**src/inc/cogen_pkg.sv**
```systemverilog
/*
 * Constants for the complementary output generator: register map,
 * field positions, reset values, mode codes and clock figures.
 * Assumes a 20 MHz system clock and a 32-bit Avalon-MM register bus.
 */
package cogen_pkg;
    // ************************************************
    // Clock figures
    // ************************************************
    localparam int CLK_MHZ = 20;
    localparam int OSC_MHZ = 8;
    localparam int DIV4 = 4;

    // ************************************************
    // Register byte offsets
    // ************************************************
    localparam logic [5:0] OFS_CTRL = 6'h00;
    localparam logic [5:0] OFS_RISE_EN = 6'h04;
    localparam logic [5:0] OFS_RISE_SIM = 6'h08;
    localparam logic [5:0] OFS_FALL_EN = 6'h0C;
    localparam logic [5:0] OFS_FALL_SIM = 6'h10;
    localparam logic [5:0] OFS_STEER = 6'h14;
    localparam logic [5:0] OFS_DB_RISE = 6'h18;
    localparam logic [5:0] OFS_DB_FALL = 6'h1C;
    localparam logic [5:0] OFS_BLK_RISE = 6'h20;
    localparam logic [5:0] OFS_BLK_FALL = 6'h24;
    localparam logic [5:0] OFS_PH_RISE = 6'h28;
    localparam logic [5:0] OFS_PH_FALL = 6'h2C;
    localparam logic [5:0] OFS_STATUS = 6'h30;
    localparam int NREG = 12;

    // ************************************************
    // Fields and reset values
    // ************************************************
    localparam int CTRL_EN = 7;
    localparam int CTRL_CS_LO = 3;
    localparam int STEER_DAT_LO = 4;
    localparam int NSRC = 4;
    localparam logic [7:0] REG_RST = 8'h00;

    typedef enum logic [2:0] {
        MD_STEER = 3'h0,
        MD_SYNC = 3'h1,
        MD_FWD = 3'h2,
        MD_REV = 3'h3,
        MD_HALF = 3'h4,
        MD_PP = 3'h5,
        MD_RSV6 = 3'h6,
        MD_RSV7 = 3'h7
    } cogen_mode_e;

    localparam logic [1:0] CS_OSC = 2'h0;
    localparam logic [1:0] CS_DIV4 = 2'h1;
    localparam logic [1:0] CS_SYS = 2'h2;
endpackage : cogen_pkg

```
**src/core/cogen_top.sv**
```systemverilog
/*
 * Complementary output generator: event sensing, phase delay,
 * blanking and dead-band timers, mode logic and a register slave.
 * Assumes event sources are synchronous to ref_clk and an Avalon-MM
 * master that holds each request until waitrequest is seen low.
 */
// The register offsets and the Avalon-MM slave port are this design's own decisions.
`timescale 1ns/1ps

// ************************************************
// Reusable tick-based delay timer
// ************************************************
module cogen_timer (
    input wire logic ref_clk,
    input wire logic nrst,
    input wire logic tick,
    input wire logic start,
    input wire logic abort,
    input wire logic [7:0] val,
    output logic busy,
    output logic done
);
    logic [7:0] cnt;
    logic [7:0] cntInc;

    assign cntInc = 8'(cnt + 8'h01);

    // Zero value finishes in the start cycle, so delays can be bypassed
    assign done = !abort && (start ? (val == 8'h00)
                                   : (busy && tick && cntInc == val));

    // Count ticks from zero up to the programmed value
    always_ff @(posedge ref_clk or negedge nrst) begin
        if (!nrst) begin
            busy <= 1'b0;
            cnt <= 8'h00;
        end else if (abort) begin
            busy <= 1'b0;
        end else if (start) begin
            busy <= (val != 8'h00);
            cnt <= 8'h00;
        end else if (busy && tick) begin
            cnt <= cntInc;
            if (cntInc == val) begin
                busy <= 1'b0;
            end
        end
    end
endmodule : cogen_timer

// ************************************************
// Top level
// ************************************************
module cogen_top
    import cogen_pkg::*;
(
    input wire logic ref_clk,
    input wire logic nrst,
    input wire logic [5:0] address,
    input wire logic read,
    input wire logic write,
    input wire logic [31:0] writedata,
    input wire logic [3:0] byteenable,
    output logic [31:0] readdata,
    output logic waitrequest,
    input wire logic [NSRC-1:0] riseSrc,
    input wire logic [NSRC-1:0] fallSrc,
    output logic driveOutA,
    output logic driveOutB,
    output logic driveOutC,
    output logic driveOutD
);
    logic [7:0] cfg [NREG];
    logic [3:0] regIdx;
    logic regHit;
    logic busReq;
    logic doWrite;
    logic [7:0] statusVal;
    logic en;
    cogen_mode_e md;
    logic [1:0] cs;

    // ************************************************
    // Register slave
    // ************************************************
    assign regIdx = address[5:2];
    assign regHit = (address[1:0] == 2'h0) && (int'(regIdx) < NREG);
    assign busReq = read || write;
    assign doWrite = write && !waitrequest && regHit && byteenable[0];

    // One wait state, then the answer edge; idle level is high
    always_ff @(posedge ref_clk or negedge nrst) begin
        if (!nrst) begin
            waitrequest <= 1'b1;
        end else begin
            waitrequest <= !(busReq && waitrequest);
        end
    end

    // Read data is captured one edge before the answer edge
    always_ff @(posedge ref_clk or negedge nrst) begin
        if (!nrst) begin
            readdata <= 32'h0000_0000;
        end else if (read && waitrequest) begin
            if (address == OFS_STATUS) begin
                readdata <= {24'h00_0000, statusVal};
            end else if (regHit) begin
                readdata <= {24'h00_0000, cfg[regIdx]};
            end else begin
                readdata <= 32'h0000_0000;
            end
        end
    end

    // Configuration storage, written only in the low byte lane
    always_ff @(posedge ref_clk or negedge nrst) begin
        if (!nrst) begin
            for (int i = 0; i < NREG; i++) begin
                cfg[i] <= REG_RST;
            end
        end else if (doWrite) begin
            cfg[regIdx] <= writedata[7:0];
        end
    end

    assign en = cfg[OFS_CTRL[5:2]][CTRL_EN];
    assign md = cogen_mode_e'(cfg[OFS_CTRL[5:2]][2:0]);
    assign cs = cfg[OFS_CTRL[5:2]][CTRL_CS_LO +: 2];

    // ************************************************
    // Generator timing clock
    // ************************************************
    logic tick;
    logic [4:0] oscAcc;
    logic [1:0] divCnt;
    logic [5:0] oscSum;

    assign oscSum = 6'(oscAcc + 5'(OSC_MHZ));

    // 8 MHz rate made from 20 MHz by a fractional accumulator
    always_ff @(posedge ref_clk or negedge nrst) begin
        if (!nrst) begin
            oscAcc <= 5'h00;
        end else if (oscSum >= 6'(CLK_MHZ)) begin
            oscAcc <= 5'(oscSum - 6'(CLK_MHZ));
        end else begin
            oscAcc <= oscSum[4:0];
        end
    end

    // Quarter-rate divider for the instruction clock
    always_ff @(posedge ref_clk or negedge nrst) begin
        if (!nrst) begin
            divCnt <= 2'h0;
        end else begin
            divCnt <= 2'(divCnt + 2'h1);
        end
    end

    // Code 3 is unused and falls back to the system clock
    always_comb begin
        unique case (cs)
            CS_OSC: tick = (oscSum >= 6'(CLK_MHZ));
            CS_DIV4: tick = (divCnt == 2'(DIV4 - 1));
            default: tick = 1'b1;
        endcase
    end

    // ************************************************
    // Event sensing
    // ************************************************
    logic [NSRC-1:0] riseQ;
    logic [NSRC-1:0] fallQ;
    logic riseComb;
    logic fallComb;
    logic riseCombQ;
    logic fallCombQ;
    logic riseEvt;
    logic fallEvt;
    logic blkRBusy;
    logic blkFBusy;

    // Edge mode passes only the change; level mode passes the level
    // Sense bits act per source, so the mask is applied bit by bit
    assign riseComb = |(cfg[OFS_RISE_EN[5:2]][NSRC-1:0] & riseSrc
        & ~(cfg[OFS_RISE_SIM[5:2]][NSRC-1:0] & riseQ));
    assign fallComb = |(cfg[OFS_FALL_EN[5:2]][NSRC-1:0] & fallSrc
        & ~(cfg[OFS_FALL_SIM[5:2]][NSRC-1:0] & fallQ));

    // Per-source and per-group history for edge detection
    always_ff @(posedge ref_clk or negedge nrst) begin
        if (!nrst) begin
            riseQ <= '0;
            fallQ <= '0;
            riseCombQ <= 1'b0;
            fallCombQ <= 1'b0;
        end else begin
            riseQ <= riseSrc;
            fallQ <= fallSrc;
            riseCombQ <= riseComb;
            fallCombQ <= fallComb;
        end
    end

    // Rise group fires on its low-to-high change, fall group on its
    // high-to-low change; a simultaneous rise wins so drive never sticks off
    assign riseEvt = en && riseComb && !riseCombQ && !blkFBusy;
    assign fallEvt = en && !fallComb && fallCombQ && !blkRBusy && !riseEvt;

    // ************************************************
    // Phase delay, blanking and dead-band timers
    // ************************************************
    logic phRDone;
    logic phFDone;
    logic dbRDone;
    logic dbFDone;
    logic dirBusy;
    logic dirStart;
    logic [7:0] dirVal;

    cogen_timer phRise (.ref_clk(ref_clk), .nrst(nrst), .tick(tick),
        .start(riseEvt), .abort(fallEvt || !en),
        .val(cfg[OFS_PH_RISE[5:2]]), .busy(), .done(phRDone));
    cogen_timer dbRise (.ref_clk(ref_clk), .nrst(nrst), .tick(tick),
        .start(phRDone), .abort(fallEvt || !en),
        .val(cfg[OFS_DB_RISE[5:2]]), .busy(), .done(dbRDone));
    cogen_timer blkRise (.ref_clk(ref_clk), .nrst(nrst), .tick(tick),
        .start(phRDone), .abort(!en),
        .val(cfg[OFS_BLK_RISE[5:2]]), .busy(blkRBusy), .done());
    cogen_timer phFall (.ref_clk(ref_clk), .nrst(nrst), .tick(tick),
        .start(fallEvt), .abort(riseEvt || !en),
        .val(cfg[OFS_PH_FALL[5:2]]), .busy(), .done(phFDone));
    cogen_timer dbFall (.ref_clk(ref_clk), .nrst(nrst), .tick(tick),
        .start(phFDone), .abort(riseEvt || !en),
        .val(cfg[OFS_DB_FALL[5:2]]), .busy(), .done(dbFDone));
    cogen_timer blkFall (.ref_clk(ref_clk), .nrst(nrst), .tick(tick),
        .start(fallEvt), .abort(!en),
        .val(cfg[OFS_BLK_FALL[5:2]]), .busy(blkFBusy), .done());
    cogen_timer dirHold (.ref_clk(ref_clk), .nrst(nrst), .tick(tick),
        .start(dirStart), .abort(!en),
        .val(dirVal), .busy(dirBusy), .done());

    // ************************************************
    // Primary and complementary sequencing
    // ************************************************
    logic primOn;
    logic compOn;

    // Disabled state parks primary low and complement high
    always_ff @(posedge ref_clk or negedge nrst) begin
        if (!nrst) begin
            primOn <= 1'b0;
            compOn <= 1'b1;
        end else if (!en) begin
            primOn <= 1'b0;
            compOn <= 1'b1;
        end else begin
            if (phRDone) begin
                compOn <= 1'b0;
            end else if (dbFDone) begin
                compOn <= 1'b1;
            end
            if (fallEvt) begin
                primOn <= 1'b0;
            end else if (dbRDone) begin
                primOn <= 1'b1;
            end
        end
    end

    // ************************************************
    // Steering, push-pull phase and direction tracking
    // ************************************************
    logic [3:0] strSync;
    logic [3:0] strEff;
    logic ppPh;
    logic lastRev;
    logic fbSeen;
    logic isFb;

    // Synchronous steering waits for a rising event
    always_ff @(posedge ref_clk or negedge nrst) begin
        if (!nrst) begin
            strSync <= 4'h0;
        end else if (md != MD_SYNC || riseEvt) begin
            strSync <= cfg[OFS_STEER[5:2]][3:0];
        end
    end
    assign strEff = (md == MD_SYNC) ? strSync : cfg[OFS_STEER[5:2]][3:0];

    // Each rising event hands the period to the other pair
    always_ff @(posedge ref_clk or negedge nrst) begin
        if (!nrst) begin
            ppPh <= 1'b0;
        end else if (!en) begin
            ppPh <= 1'b0;
        end else if (riseEvt && md == MD_PP) begin
            ppPh <= !ppPh;
        end
    end

    assign isFb = en && (md == MD_FWD || md == MD_REV);
    assign dirStart = isFb && fbSeen && (lastRev != (md == MD_REV));
    // Forward to reverse uses falling dead time, the other way rising
    assign dirVal = (md == MD_REV) ? cfg[OFS_DB_FALL[5:2]] : cfg[OFS_DB_RISE[5:2]];

    // Remember the last full-bridge direction
    always_ff @(posedge ref_clk or negedge nrst) begin
        if (!nrst) begin
            lastRev <= 1'b0;
            fbSeen <= 1'b0;
        end else if (isFb) begin
            lastRev <= (md == MD_REV);
            fbSeen <= 1'b1;
        end else if (!en) begin
            fbSeen <= 1'b0;
        end
    end

    // ************************************************
    // Output mode mux
    // ************************************************
    logic [3:0] next_drive;
    logic [3:0] sdat;
    logic [3:0] safe;

    assign sdat = cfg[OFS_STEER[5:2]][STEER_DAT_LO +: 4];

    // Bits are {D, C, B, A}
    always_comb begin
        next_drive = 4'h0;
        if (!en) begin
            next_drive = {compOn, primOn, compOn, primOn};
        end else begin
            unique case (md)
                MD_STEER, MD_SYNC: begin
                    next_drive = (strEff & {4{primOn}}) | (~strEff & sdat);
                end
                MD_FWD: begin
                    next_drive = {primOn && !dirBusy, 1'b0, 1'b0, 1'b1};
                end
                MD_REV: begin
                    next_drive = {1'b0, 1'b1, primOn && !dirBusy, 1'b0};
                end
                MD_HALF: begin
                    next_drive = (strEff & {compOn, primOn, compOn, primOn})
                        | (~strEff & sdat);
                end
                MD_PP: begin
                    next_drive = {primOn && !ppPh, primOn && ppPh,
                        primOn && !ppPh, primOn && ppPh};
                end
                default: begin
                    next_drive = 4'h0;
                end
            endcase
        end
    end

    // A conflicting leg is turned fully off rather than shorted
    assign safe = {next_drive[3] && !next_drive[2], next_drive[2] && !next_drive[3],
        next_drive[1] && !next_drive[0], next_drive[0] && !next_drive[1]};

    // Registered pins
    always_ff @(posedge ref_clk or negedge nrst) begin
        if (!nrst) begin
            driveOutA <= 1'b0;
            driveOutB <= 1'b0;
            driveOutC <= 1'b0;
            driveOutD <= 1'b0;
        end else begin
            driveOutA <= safe[0];
            driveOutB <= safe[1];
            driveOutC <= safe[2];
            driveOutD <= safe[3];
        end
    end

    assign statusVal = {dirBusy, ppPh, compOn, primOn,
        driveOutD, driveOutC, driveOutB, driveOutA};

    // ************************************************
    // Checks
    // ************************************************
    fwdDrive_a: assert property (@(posedge ref_clk) disable iff (!nrst)
        (en && md == MD_FWD) ##1 (en && md == MD_FWD)
        |-> driveOutA && !driveOutB && !driveOutC)
        else $error("forward bridge outputs wrong");
    revDrive_a: assert property (@(posedge ref_clk) disable iff (!nrst)
        (en && md == MD_REV) ##1 (en && md == MD_REV)
        |-> driveOutC && !driveOutA && !driveOutD)
        else $error("reverse bridge outputs wrong");
    ppPairs_a: assert property (@(posedge ref_clk) disable iff (!nrst)
        (en && md == MD_PP) ##1 (en && md == MD_PP)
        |-> driveOutA == driveOutC && driveOutB == driveOutD)
        else $error("push-pull pairs differ");
    ppAlternate_a: assert property (@(posedge ref_clk) disable iff (!nrst)
        (riseEvt && md == MD_PP) |=> ppPh != $past(ppPh))
        else $error("push-pull pair did not swap");
    legSafe_a: assert property (@(posedge ref_clk) disable iff (!nrst)
        !(driveOutA && driveOutB) && !(driveOutC && driveOutD))
        else $error("leg shoot-through");
    disabled_a: assert property (@(posedge ref_clk) disable iff (!nrst)
        !en |=> !primOn && compOn)
        else $error("disabled state wrong");
    fallClear_a: assert property (@(posedge ref_clk) disable iff (!nrst)
        fallEvt |=> !primOn)
        else $error("primary not cleared on fall");
    riseNow_a: assert property (@(posedge ref_clk) disable iff (!nrst)
        (riseEvt && cfg[OFS_PH_RISE[5:2]] == 8'h00 && cfg[OFS_DB_RISE[5:2]] == 8'h00)
        |=> primOn && !compOn)
        else $error("zero delay rise not immediate");
    quarterTick_a: assert property (@(posedge ref_clk) disable iff (!nrst)
        (tick && cs == CS_DIV4)
        |=> (!tick || cs != CS_DIV4) ##1 (!tick || cs != CS_DIV4)
        ##1 (!tick || cs != CS_DIV4))
        else $error("quarter rate tick spacing wrong");
endmodule : cogen_top

```
**config.mk**
```make
export PLATFORM = sky130hd
export DESIGN_NAME = cogen_top
export DESIGN_NICKNAME = d
export VERILOG_FILES = /design/src/inc/cogen_pkg.sv /design/src/core/cogen_top.sv
export SDC_FILE = /design/constraint.sdc
export NUM_CORES = 1
export LEC_CHECK = 0
export ABC_CLOCK_PERIOD_IN_PS = 2600
export BUFFER_PORTS_ARGS = -buffer_cell sky130_fd_sc_hd__buf_2
export CAP_MARGIN = 20
export CORE_ASPECT_RATIO = 2
export CORE_MARGIN = 5
export CORE_UTILIZATION = 40
export DETAILED_ROUTE_END_ITERATION = 16
export GPL_TIMING_DRIVEN = 0
export SYNTH_ARGS = -nofsm -noshare
export SYNTH_HDL_FRONTEND = slang
export SYNTH_SLANG_ARGS = --single-unit
```
**constraint.sdc**
```tcl
create_clock -name ref_clk -period 2.6 [get_ports ref_clk]
set_input_delay 0.39 -clock ref_clk [delete_from_list [all_inputs] [get_ports ref_clk]]
set_output_delay 0.39 -clock ref_clk [all_outputs]
set_load 0.01 [all_outputs]
```
==> results.md, run 1 <==
- Status: finished, violations left
- Failing checks: setup timing
- RD Place Congestion: 0.976
- Initial DRC Count: 524
- Hold Path Depth: 1
- Slew @ Worst Pin: 1.05 ns
- Compound-Gate Fraction of Synth Area: 11.8%
- IO Pins: 91
- Synth Area in Adders: approximately 1.4%
- Final Hold Fails: 0
- Worst-Skew Late Latency: 0.46 ns
- Ys flop type: dfrtp_1
- Drt total wl: 32.2 mm
- Overall power: 0.00657 W
- Clk_skew: 0.0104 ns
- Starting density of the core: between 40% and 50%
- Combinational family with the most area after synthesis: multiplexers
- Post-route insts no fill: roughly 1500
- Row cnt: 86
- Cell variety after synth: 80
- Count of flip-flops with a built-in enable after synthesis: 0
- Syn_area_per_cell: 10.7 µm²
- Max Root-Sink Buffers: 2
- DR vias: about 8600
- Simple-gate share of the synthesized area: 13.7%
- Total Routing Usage GR: 20.8%
- Peak Freq: around 0.37 GHz
- Nets: 1212
- Mux cell area share after synthesis: 17.6%
- Seq/Total Area, Yosys: 44.2%
- Rel. slew slack: 29.3%
- RSZ-0062 raised after global routing: yes
- Power Dens Cells: 493 mW/mm²
- TritonRoute pass-1 iters: 7
- R2R cell count: 9
- Placed cell count: 1447
- Final core occ: between 40% and 50%
- Layout fillers: 2585
- Synthesis-to-finish area growth: 20.1%
- HPWL after detailed placement: ~24 mm
- Layout cells sized above 1: 30.9%
- Num CTS Buffers: 17
- WS Path Type: flop to flop
- PortBufs: 35
- Synthesis Warnings: 0
- Cells after Synth: 1034
- Vias per cell: 5.68
- Final period utilization: 104%
- Post-layout min period: 2.70 ns
- Root buf cell: clkbuf_16
- Initial antenna violation count: 0
- WL per Instance: 21.3 µm
- Number of H-tree levels: 4
- Post-route DRC: 0
- Leading cell type in the layout, fill and taps excluded: dfrtp_1
- Peak supply drop: 0.496 mV
- Grt total ovfl: 0
- Worst EP required: 2.94 ns
- PnR worst setup slack: -0.103 ns
- Min-delay worst type: input port to flop
- Die X: around 130 µm
- Core Footprint: 0.0275 mm²
- Diodes inserted: 0
- Worst setup EP type: flop
- Leak: 5.92 nW
- Die area: 0.0314 mm²
- Max-slew violations: 0
- Chip Height: 246 µm
- Slowest cell on crit path: or4_4
- Final count of negative-setup-slack endpoints: 20
- Largest net degree at the start of global routing: 75
- Area of the mapped netlist: 0.0111 mm²
- # clock sinks: 196
- Crit path DAT: between 3 and 4 ns
- Most frequent cells in the layout: dfrtp_1, mux2_2, nand2_1
- Async set-reset flop share out of synthesis: 100%
- Worst Setup Start Kind: flop
- Max cap viols: 0
- CP Cell Sequence: nand3_4, or4_4, a2111oi_4, and4_4, o2111ai_4, buf_6, buf_12, a21o_4, o2bb2ai_2
- Slowest cell delay on critical path: 0.54 ns
- Synth Area in XOR/XNOR: 6.62%
- Final Hold Slack: around 0.050 ns
- Clock Pin Slew Worst Setup and Hold Paths: 0.07 ns
- Vias in the first global route: 8766
- Number of synthesized register bits: 196
- First-pass GRT wire length: 50.1 mm
- CTS tree: built
- Remaining antenna violation count after routing: 0
- Setup TNS: -1.04 ns
- Crit path max fanout: 6
## cell usage after synthesis, types with 6 or more instances
cell       instances  area [µm²]
nand4_1           11        68.8
xor2_1            35         307
nand3_1           30         150
mux2i_1           26         260
buf_1             10        37.5
nand2b_1          13        81.3
xnor2_1           49         429
o211ai_1          11        82.6
o22ai_1            9        56.3
clkbuf_1          35         131
nor3_1            13        65.1
o31ai_1           13        97.6
o311ai_1           9        78.8
ha_1              11         138
nor2_1            65         244
a21oi_1           28         140
mux2_1            10         113
and3_1             8        50.1
o2bb2ai_1          6        52.6
or3_1              7        43.8
a22oi_1            8        60.1
buf_4             27         203
and2_1            17         106
a21o_1             7        52.6
mux2_2            93        1050
o21ai_0           44         220
dfrtp_1          194        4850
inv_1             28         105
mux4_2            24         541
nor2b_1            6        37.5
nor4_1            10        62.6
nand2_1           78         293
## repair_timing
action                                  in CTS  in global routing
setup buffers                               17                 13
gates cloned                                 1                  2
pin swaps                                   17                 20
hold endpoints to repair                    49                  0
hold buffers                                 1                  0
gates resized for setup                     62                 80
endpoints found under the setup margin     151                111
## flip-flops by register name (all words and copies together) (netlist names), 4 cells and up
signal / flops
readdata: 8
dirHold.cnt: 8
riseQ: 4
phFall.cnt: 8
blkRise.cnt: 8
fallQ: 4
dbRise.cnt: 8
strSync: 4
phRise.cnt: 8
blkFall.cnt: 8
dbFall.cnt: 8
cfg: 96
## critical path, delay by kind of cell (launching register included)
family	cells	cell delay, ns
AO/OA/AOI/OAI	4	0.84
buffers and inverters	2	0.34
AND/OR/NAND/NOR	3	0.94
flip-flops	1	0.46
## per-stage QoR
stage / setup slack, ns / instance area (µm²)
after floorplan: 0.00687 / 11200
final: -0.103 / 13300
after global placement: -2.24 / 11800
after global routing: -0.159 / 13300
after CTS: -0.176 / 12900
after detailed placement: -0.970 / 11900
## final timing paths
kind | from | endpoint | slack (ns)
max | phRise.cnt[1]$_DFFE_PN0P_ | dbRise.cnt[6]$_DFFE_PN0P_ | -0.10
min | riseSrc[2] | riseQ[2]$_DFF_PN0_ | 0.05
max reg2reg | phRise.cnt[1]$_DFFE_PN0P_ | dbRise.cnt[6]$_DFFE_PN0P_ | -0.10
min reg2reg | divCnt[0]$_DFF_PN0_ | divCnt[0]$_DFF_PN0_ | 0.43
max in group asynchronous | nrst | oscAcc[3]$_DFF_PN0_ | 1.42
min in group asynchronous | nrst | phRise.cnt[3]$_DFFE_PN0P_ | 0.43
## logic make-up (layout without fill, tap and decap cells)
logic type / count (synthesis) / after routing
buf+inv: 106 / 208
fa+ha+maj: 12 / 12
compound gates: 189 / 189
xor+xnor: 84 / 84
mux: 153 / 153
other cells: 1 / 24
simple gates: 293 / 293
flops: 196 / 196
## power breakdown
part	switching, W	internal (W)	total, W
clock	0.00125	0.00147	0.00271
sequential	0.0000970	0.00314	0.00324
combinational	0.000360	0.000259	0.000618
## area by class of cell
cell class | instances | area, µm² | share of cell area [%]
clock buffer | 20 | 447 | 3.35
inverter | 28 | 105 | 0.788
buffer | 76 | 462 | 3.46
sequential | 196 | 4910 | 36.8
clock inverter | 12 | 144 | 1.08
tap | 352 | 440 | 3.30
timing repair buffer | 72 | 597 | 4.47
multi-input combinational | 755 | 6230 | 46.7
## layer usage
| layer | vias up | GRT usage [%] | share of wire (%) | routed length, µm |
|---|---|---|---|---|
| met5 | - | 0 | 0 | 0 |
| met4 | 0 | 11.7 | 5.5 | 1780 |
| met3 | 80 | 3.33 | 4.0 | 1300 |
| met2 | 246 | 38.5 | 55 | 17700 |
| met1 | 4332 | 22.0 | 35 | 11400 |
| li1 | 3931 | - | - | - |
No activity file was read; power rests on OpenSTA's default activity.
==> run 2: changes to the inputs <==
==> constraint.sdc (replaced) <==
create_clock -name ref_clk -period 2.6 [get_ports ref_clk]
set_input_delay 0.13 -clock ref_clk [delete_from_list [all_inputs] [get_ports ref_clk]]
set_output_delay 0.13 -clock ref_clk [all_outputs]
set_load 0.01 [all_outputs]
==> results.md, run 2 (synthesis gave the netlist of run 1 again) <==
- Status: finished, violations left (unchanged)
- Failing checks: setup timing (unchanged)
- RSZ-0062 raised after global routing: yes (unchanged)
- Met3 routed WL: 1.23 mm (was 1.30 mm)
- CP startpoint: oscAcc[3]$_DFF_PN0_ (was phRise.cnt[1]$_DFFE_PN0P_)
- Final Hold Fails: 0 (unchanged)
- Nets: 1229 (was 1212)
- Leading cell type in the layout, fill and taps excluded: dfrtp_1 (unchanged)
- Row cnt: 86 (unchanged)
- Clock Pin Slew Worst Setup and Hold Paths: 0.07 ns (about the same)
- Crit path max fanout: 5 (was 6)
- Overall power: 0.00659 W (was 0.00657 W)
- Final period utilization: 103% (was 104%)
- Diodes inserted: 0 (unchanged)
- Clk_skew: 0.00894 ns (was 0.0104 ns)
- Core Footprint: 0.0275 mm² (unchanged)
- Post-route DRC: 0 (unchanged)
- Vias per cell: 5.60 (was 5.68)
- Hold Path Depth: 4 (was 1)
- Rel. slew slack: 31.7% (was 29.3%)
- WP buf/inv: 3 (was 2)
- Max-slew violations: 0 (unchanged)
- Top reg by flops: cfg (unchanged)
- Leak: 5.98 nW (was 5.92 nW)
- Chip Height: 246 µm (unchanged)
- Die area: 0.0314 mm² (unchanged)
- Crit path DAT: 3.03 ns (was 3.04 ns)
- Max cap viols: 0 (unchanged)
- HPWL after detailed placement: 24.0 mm (unchanged)
- Peak Freq: 0.372 GHz (was 0.370 GHz)
- Initial DRC Count: 526 (was 524)
- IO Pins: 91 (unchanged)
- R2R cell count: 12 (was 9)
- Slew @ Worst Pin: 1.02 ns (was 1.05 ns)
- Synthesis-to-finish area growth: 21.2% (was 20.1%)
- Worst setup EP type: flop (unchanged)
- RD Place Congestion: 0.976 (unchanged)
- Number of flip-flops in the largest register: 96 (unchanged)
- Vias in the first global route: 8813 (was 8766)
- Post-route insts no fill: 1528 (was 1511)
- Grt total ovfl: 0 (unchanged)
- Drt total wl: 32.1 mm (was 32.2 mm)
- Initial antenna violation count: 0 (unchanged)
- Layout cells sized above 1: 28.9% (was 30.9%)
- CP Cell Sequence: ha_4, fa_2, a21bo_4, o31a_1, buf_6, and2_4, o21ai_4, o41ai_4, buf_4, buf_12, nand2_4, a32o_1 (was nand3_4, or4_4, a2111oi_4, and4_4, o2111ai_4, buf_6, buf_12, a21o_4, o2bb2ai_2)
- Met1 WL: 11.4 mm (about the same)
- CTS tree: built (unchanged)
- WP depth: 12 (was 9)
- Worst-Skew Late Latency: 0.46 ns (about the same)
- Num CTS Buffers: 17 (unchanged)
- Power Dens Cells: 490 mW/mm² (was 493 mW/mm²)
- Slowest cell on crit path: dfrtp_2 (was or4_4)
- Met2 wire len: 17.7 mm (about the same)
- Worst path top cell family by delay: compound AO/OA/AOI/OAI gates (was simple AND/OR/NAND/NOR gates)
- HP Start: fallSrc[1] (was riseSrc[2])
- Worst Setup Start Kind: flop (unchanged)
- Top layer in use: met4 (unchanged)
- WS Path Type: flop to flop (unchanged)
- Final Hold Slack: 0.162 ns (was 0.0502 ns)
- Slowest cell delay on critical path: 0.45 ns (was 0.54 ns)
- Number of H-tree levels: 4 (unchanged)
- # clock sinks: 196 (unchanged)
- Remaining antenna violation count after routing: 0 (unchanged)
- TritonRoute pass-1 iters: 6 (was 7)
- Worst Setup EP: dbFall.cnt[2]$_DFFE_PN0P_ (was dbRise.cnt[6]$_DFFE_PN0P_)
- Min-delay worst type: input port to flop (unchanged)
- Most frequent cells in the layout: dfrtp_1, mux2_2, nand2_1 (unchanged)
- Placed cell count: 1447 (unchanged)
- Max Root-Sink Buffers: 2 (unchanged)
- First-pass GRT wire length: 50.1 mm (about the same)
- Total Routing Usage GR: 20.8% (about the same)
- Root buf cell: clkbuf_16 (unchanged)
- PnR worst setup slack: -0.0885 ns (was -0.103 ns)
- DR vias: 8560 (was 8589)
- Final count of negative-setup-slack endpoints: 23 (was 20)
- PortBufs: 35 (unchanged)
- Setup TNS: -1.05 ns (was -1.04 ns)
- Worst reg2reg path startpoint: oscAcc[3]$_DFF_PN0_ (was phRise.cnt[1]$_DFFE_PN0P_)
- Reg-to-reg slack, setup: -0.09 ns (was -0.10 ns)
- Layout fillers: 2571 (was 2585)
- WL per Instance: 21.0 µm (was 21.3 µm)
- Die X: 128 µm (unchanged)
- RR Endpoint: dbFall.cnt[2]$_DFFE_PN0P_ (was dbRise.cnt[6]$_DFFE_PN0P_)
- Post-layout min period: 2.69 ns (was 2.70 ns)
- Starting density of the core: 40.3% (unchanged)
- Worst EP required: 2.94 ns (about the same)
- Largest net degree at the start of global routing: 75 (unchanged)
- Peak supply drop: 0.494 mV (was 0.496 mV)
run 2: cell count changes in the layout (fill, tap and decap cells not counted), sizes merged:
| cell | previous run | this run |
|---|---|---|
| buf | 116 | 115 |
| dlygate4sd3 | 1 | 19 |
run 2: final cells by class:
type                            count  area (µm²)  area share [%]
Sequential cell                   196        4910            36.5
Tap cell                          352         440            3.27
Timing Repair Buffer               89         769            5.72
Clock buffer                       20         447            3.32
Buffer                             76         459            3.41
Multi-Input combinational cell    755        6190            45.9
Clock inverter                     12         144            1.07
Inverter                           28         105           0.781
run 2: repair_timing:
| action | 4_1_cts | 5_1_grt |
|---|---|---|
| setup endpoints to repair | 64 | 86 |
| hold endpoints to repair | 75 | 0 |
| cloned | 1 | 1 |
| pin swaps | 17 | 18 |
| buffers inserted | 17 | 13 |
| hold buffers | 19 | 0 |
| gates resized for setup | 55 | 67 |
run 2: tightest hold or removal path: cells and delay by family:
family                 cells  cell delay, ns
buffers and inverters      1            0.09
AO/OA/AOI/OAI              1            0.14
AND/OR/NAND/NOR            2            0.23
run 2: stage by stage:
step           setup WS (ns)  utilization [%]  area (µm²)
6_report             -0.0885             48.9       13500
5_1_grt               -0.147             48.9       13500
4_1_cts               -0.176             47.5       13100
3_5_place_dp          -0.970             43.1       11900
3_3_place_gp           -1.98             42.9       11800
2_1_floorplan        0.00687                -       11200
run 2: how the worst min path moves through the flow:
stage                           endpoint  slack [ns]
2_1_floorplan   blkFall.busy$_DFFE_PN0P_       -0.17
3_3_place_gp          riseQ[2]$_DFF_PN0_        0.25
3_5_place_dp   phRise.cnt[3]$_DFFE_PN0P_        0.08
4_1_cts              fallCombQ$_DFF_PN0_        0.14
5_1_grt              fallCombQ$_DFF_PN0_        0.20
6_report             fallCombQ$_DFF_PN0_        0.16
run 2: where the power goes:
part | leakage (nW) | switching, W | internal, W
Combinational | 3.06 | 0.000361 | 0.000278
Sequential | 2.63 | 0.0000968 | 0.00314
Clock | 0.290 | 0.00125 | 0.00147
Total | 5.98 | 0.00170 | 0.00489
run 2: metal layers:
metal,up-vias,track usage (%)
met5,-,0
li1,3970,-
met4,0,11.4
met1,4297,21.9
met2,215,38.7
met3,78,3.20
==> run 3: changes to the inputs <==
- BUFFER_PORTS_ARGS: -buffer_cell sky130_fd_sc_hd__buf_2 -> unset
- DONT_BUFFER_PORTS: unset -> 1
==> results.md, run 3 (synthesis gave the netlist of run 1 again) <==
- Crit path DAT: 2.96 ns (was 3.03 ns)
- Final count of negative-setup-slack endpoints: 0 (was 23)
- First-pass GRT wire length: 50.2 mm (was 50.1 mm)
- Rel. slew slack: 29.2% (was 31.7%)
- Failing checks: hold timing (was setup timing)
- Starting density of the core: 40.3% (unchanged)
- Final period utilization: 99.2% (was 103%)
- Drt total wl: 32.1 mm (about the same)
- Die area: 0.0314 mm² (unchanged)
- HPWL after detailed placement: 23.3 mm (was 24.0 mm)
- Row cnt: 86 (unchanged)
- RSZ-0062 raised after global routing: yes (unchanged)
- TritonRoute pass-1 iters: 5 (was 6)
- Synthesis-to-finish area growth: 17.5% (was 21.2%)
- WS Path Type: flop to flop (unchanged)
- Leak: 5.72 nW (was 5.98 nW)
- Layout cells sized above 1: 24.8% (was 28.9%)
- Max Root-Sink Buffers: 2 (unchanged)
- Leading cell type in the layout, fill and taps excluded: dfrtp_1 (unchanged)
- Clk_skew: 0.0110 ns (was 0.00894 ns)
- Nets: 1188 (was 1229)
- Worst setup EP type: flop (unchanged)
- Top reg by flops: cfg (unchanged)
- Dpl ws: -0.951 ns (was -0.970 ns)
- Power Dens Cells: 494 mW/mm² (was 490 mW/mm²)
- Remaining antenna violation count after routing: 0 (unchanged)
- Post-layout min period: 2.58 ns (was 2.69 ns)
- Crit path max fanout: 7 (was 5)
- Root buf cell: clkbuf_16 (unchanged)
- Number of flip-flops in the largest register: 96 (unchanged)
- Clock Pin Slew Worst Setup and Hold Paths: 0.07 ns (about the same)
- # hold bufs at CTS: 18 (was 19)
- Final Hold Slack: -0.628 ns (was 0.162 ns)
- PortBufs: 0 (was 35)
- Final Hold Fails: 196 (was 0)
- RD Place Congestion: 0.938 (was 0.976)
- Worst-Skew Late Latency: 0.46 ns (about the same)
- Chip Height: 246 µm (unchanged)
- Vias in the first global route: 8689 (was 8813)
- Total Routing Usage GR: 21.0% (was 20.8%)
- Worst Setup Start Kind: flop (unchanged)
- Post-route DRC: 0 (unchanged)
- Worst EP required: 2.98 ns (was 2.94 ns)
- Min-delay worst type: input port to asynchronous set/reset pin (was input port to flop)
- DR vias: 8488 (was 8560)
- Max cap viols: 0 (unchanged)
- Status: finished, violations left (unchanged)
- WL per Instance: 21.5 µm (was 21.0 µm)
- Most frequent cells in the layout: dfrtp_1, mux2_2, nand2_1 (unchanged)
- Core Footprint: 0.0275 mm² (unchanged)
- # clock sinks: 196 (unchanged)
- PnR worst setup slack: 0.0197 ns (was -0.0885 ns)
- IO Pins: 91 (unchanged)
- Layout fillers: 2572 (was 2571)
- Vias per cell: 5.70 (was 5.60)
- Final core occ: 47.4% (was 48.9%)
- Slew @ Worst Pin: 1.05 ns (was 1.02 ns)
- CTS tree: built (unchanged)
- Peak Freq: 0.388 GHz (was 0.372 GHz)
- Number of H-tree levels: 4 (unchanged)
- Num CTS Buffers: 17 (unchanged)
- Peak supply drop: 0.419 mV (was 0.494 mV)
- Initial DRC Count: 588 (was 526)
- Die X: 128 µm (unchanged)
- Initial antenna violation count: 0 (unchanged)
- Grt total ovfl: 0 (unchanged)
- Largest net degree at the start of global routing: 197 (was 75)
- Max-slew violations: 0 (unchanged)
[run 3: path summary, 6_finish.rpt]
check	slack, ns	cells past startpoint	end	startpoint
max reg2reg	0.02	10	primOn$_DFFE_PN0P_	oscAcc[3]$_DFF_PN0_
min	-0.63	0	phRise.cnt[0]$_DFFE_PN0P_	nrst
max	0.02	10	primOn$_DFFE_PN0P_	oscAcc[3]$_DFF_PN0_
max in group asynchronous	2.70	0	oscAcc[3]$_DFF_PN0_	nrst
min reg2reg	0.43	1	divCnt[0]$_DFF_PN0_	divCnt[0]$_DFF_PN0_
min in group ref_clk	0.02	2	riseCombQ$_DFF_PN0_	riseSrc[1]
[run 3: area by class of cell]
class	count	area [µm²]	share of cell area [%]
well taps	352	440	3.37
clock inverters	10	125	0.958
diodes	1	2.50	0.0192
repair buffers	50	474	3.63
plain buffers	74	429	3.29
multi-input cells	755	6110	46.8
inverters	28	105	0.805
flip-flops and latches	196	4920	37.7
clock buffers	22	454	3.48
[run 3: metal layers]
| layer | GRT usage, % | vias to the layer above | share of wire, % |
|---|---|---|---|
| met5 | 0 | - | 0 |
| met4 | 11.5 | 0 | 5.4 |
| li1 | - | 3887 | - |
| met3 | 4.02 | 89 | 4.2 |
| met2 | 38.2 | 256 | 54 |
| met1 | 22.4 | 4256 | 36 |
[run 3: critical path, stage by stage (launching register included)]
cell	delay (ns)
dfrtp_2	0.45
ha_4	0.17
fa_2	0.35
a21bo_4	0.21
o31a_4	0.20
buf_4	0.15
nand2_2	0.11
nor3_1	0.28
nor4b_4	0.30
mux2i_1	0.12
a21oi_1	0.14
[run 3: what timing repair did]
item	CTS	global route
endpoints found under the setup margin	65	64
gates cloned	2	0
pin swaps	20	18
gates resized for setup	46	42
endpoints found under the hold margin	222	196
buffers inserted	19	11
[run 3: report_power, final]
group	internal (W)	switching (W)
registers	0.00314	0.000119
clock network	0.00145	0.00123
logic	0.000236	0.000264
[run 3: through the flow]
| stage | std cells | total power, W | area (µm²) | setup TNS, ns |
|---|---|---|---|---|
| final | 1488 | 0.00644 | 13100 | 0 |
| after CTS | 1478 | 0.00647 | 12800 | -0.334 |
| after global placement | 1409 | 0.00375 | 11600 | -62.08 |
| after floorplan | 1057 | 0.00362 | 11200 | 0 |
| after detailed placement | 1409 | 0.00376 | 11600 | -62.36 |
| after global routing | 1487 | 0.00666 | 13100 | -0.681 |
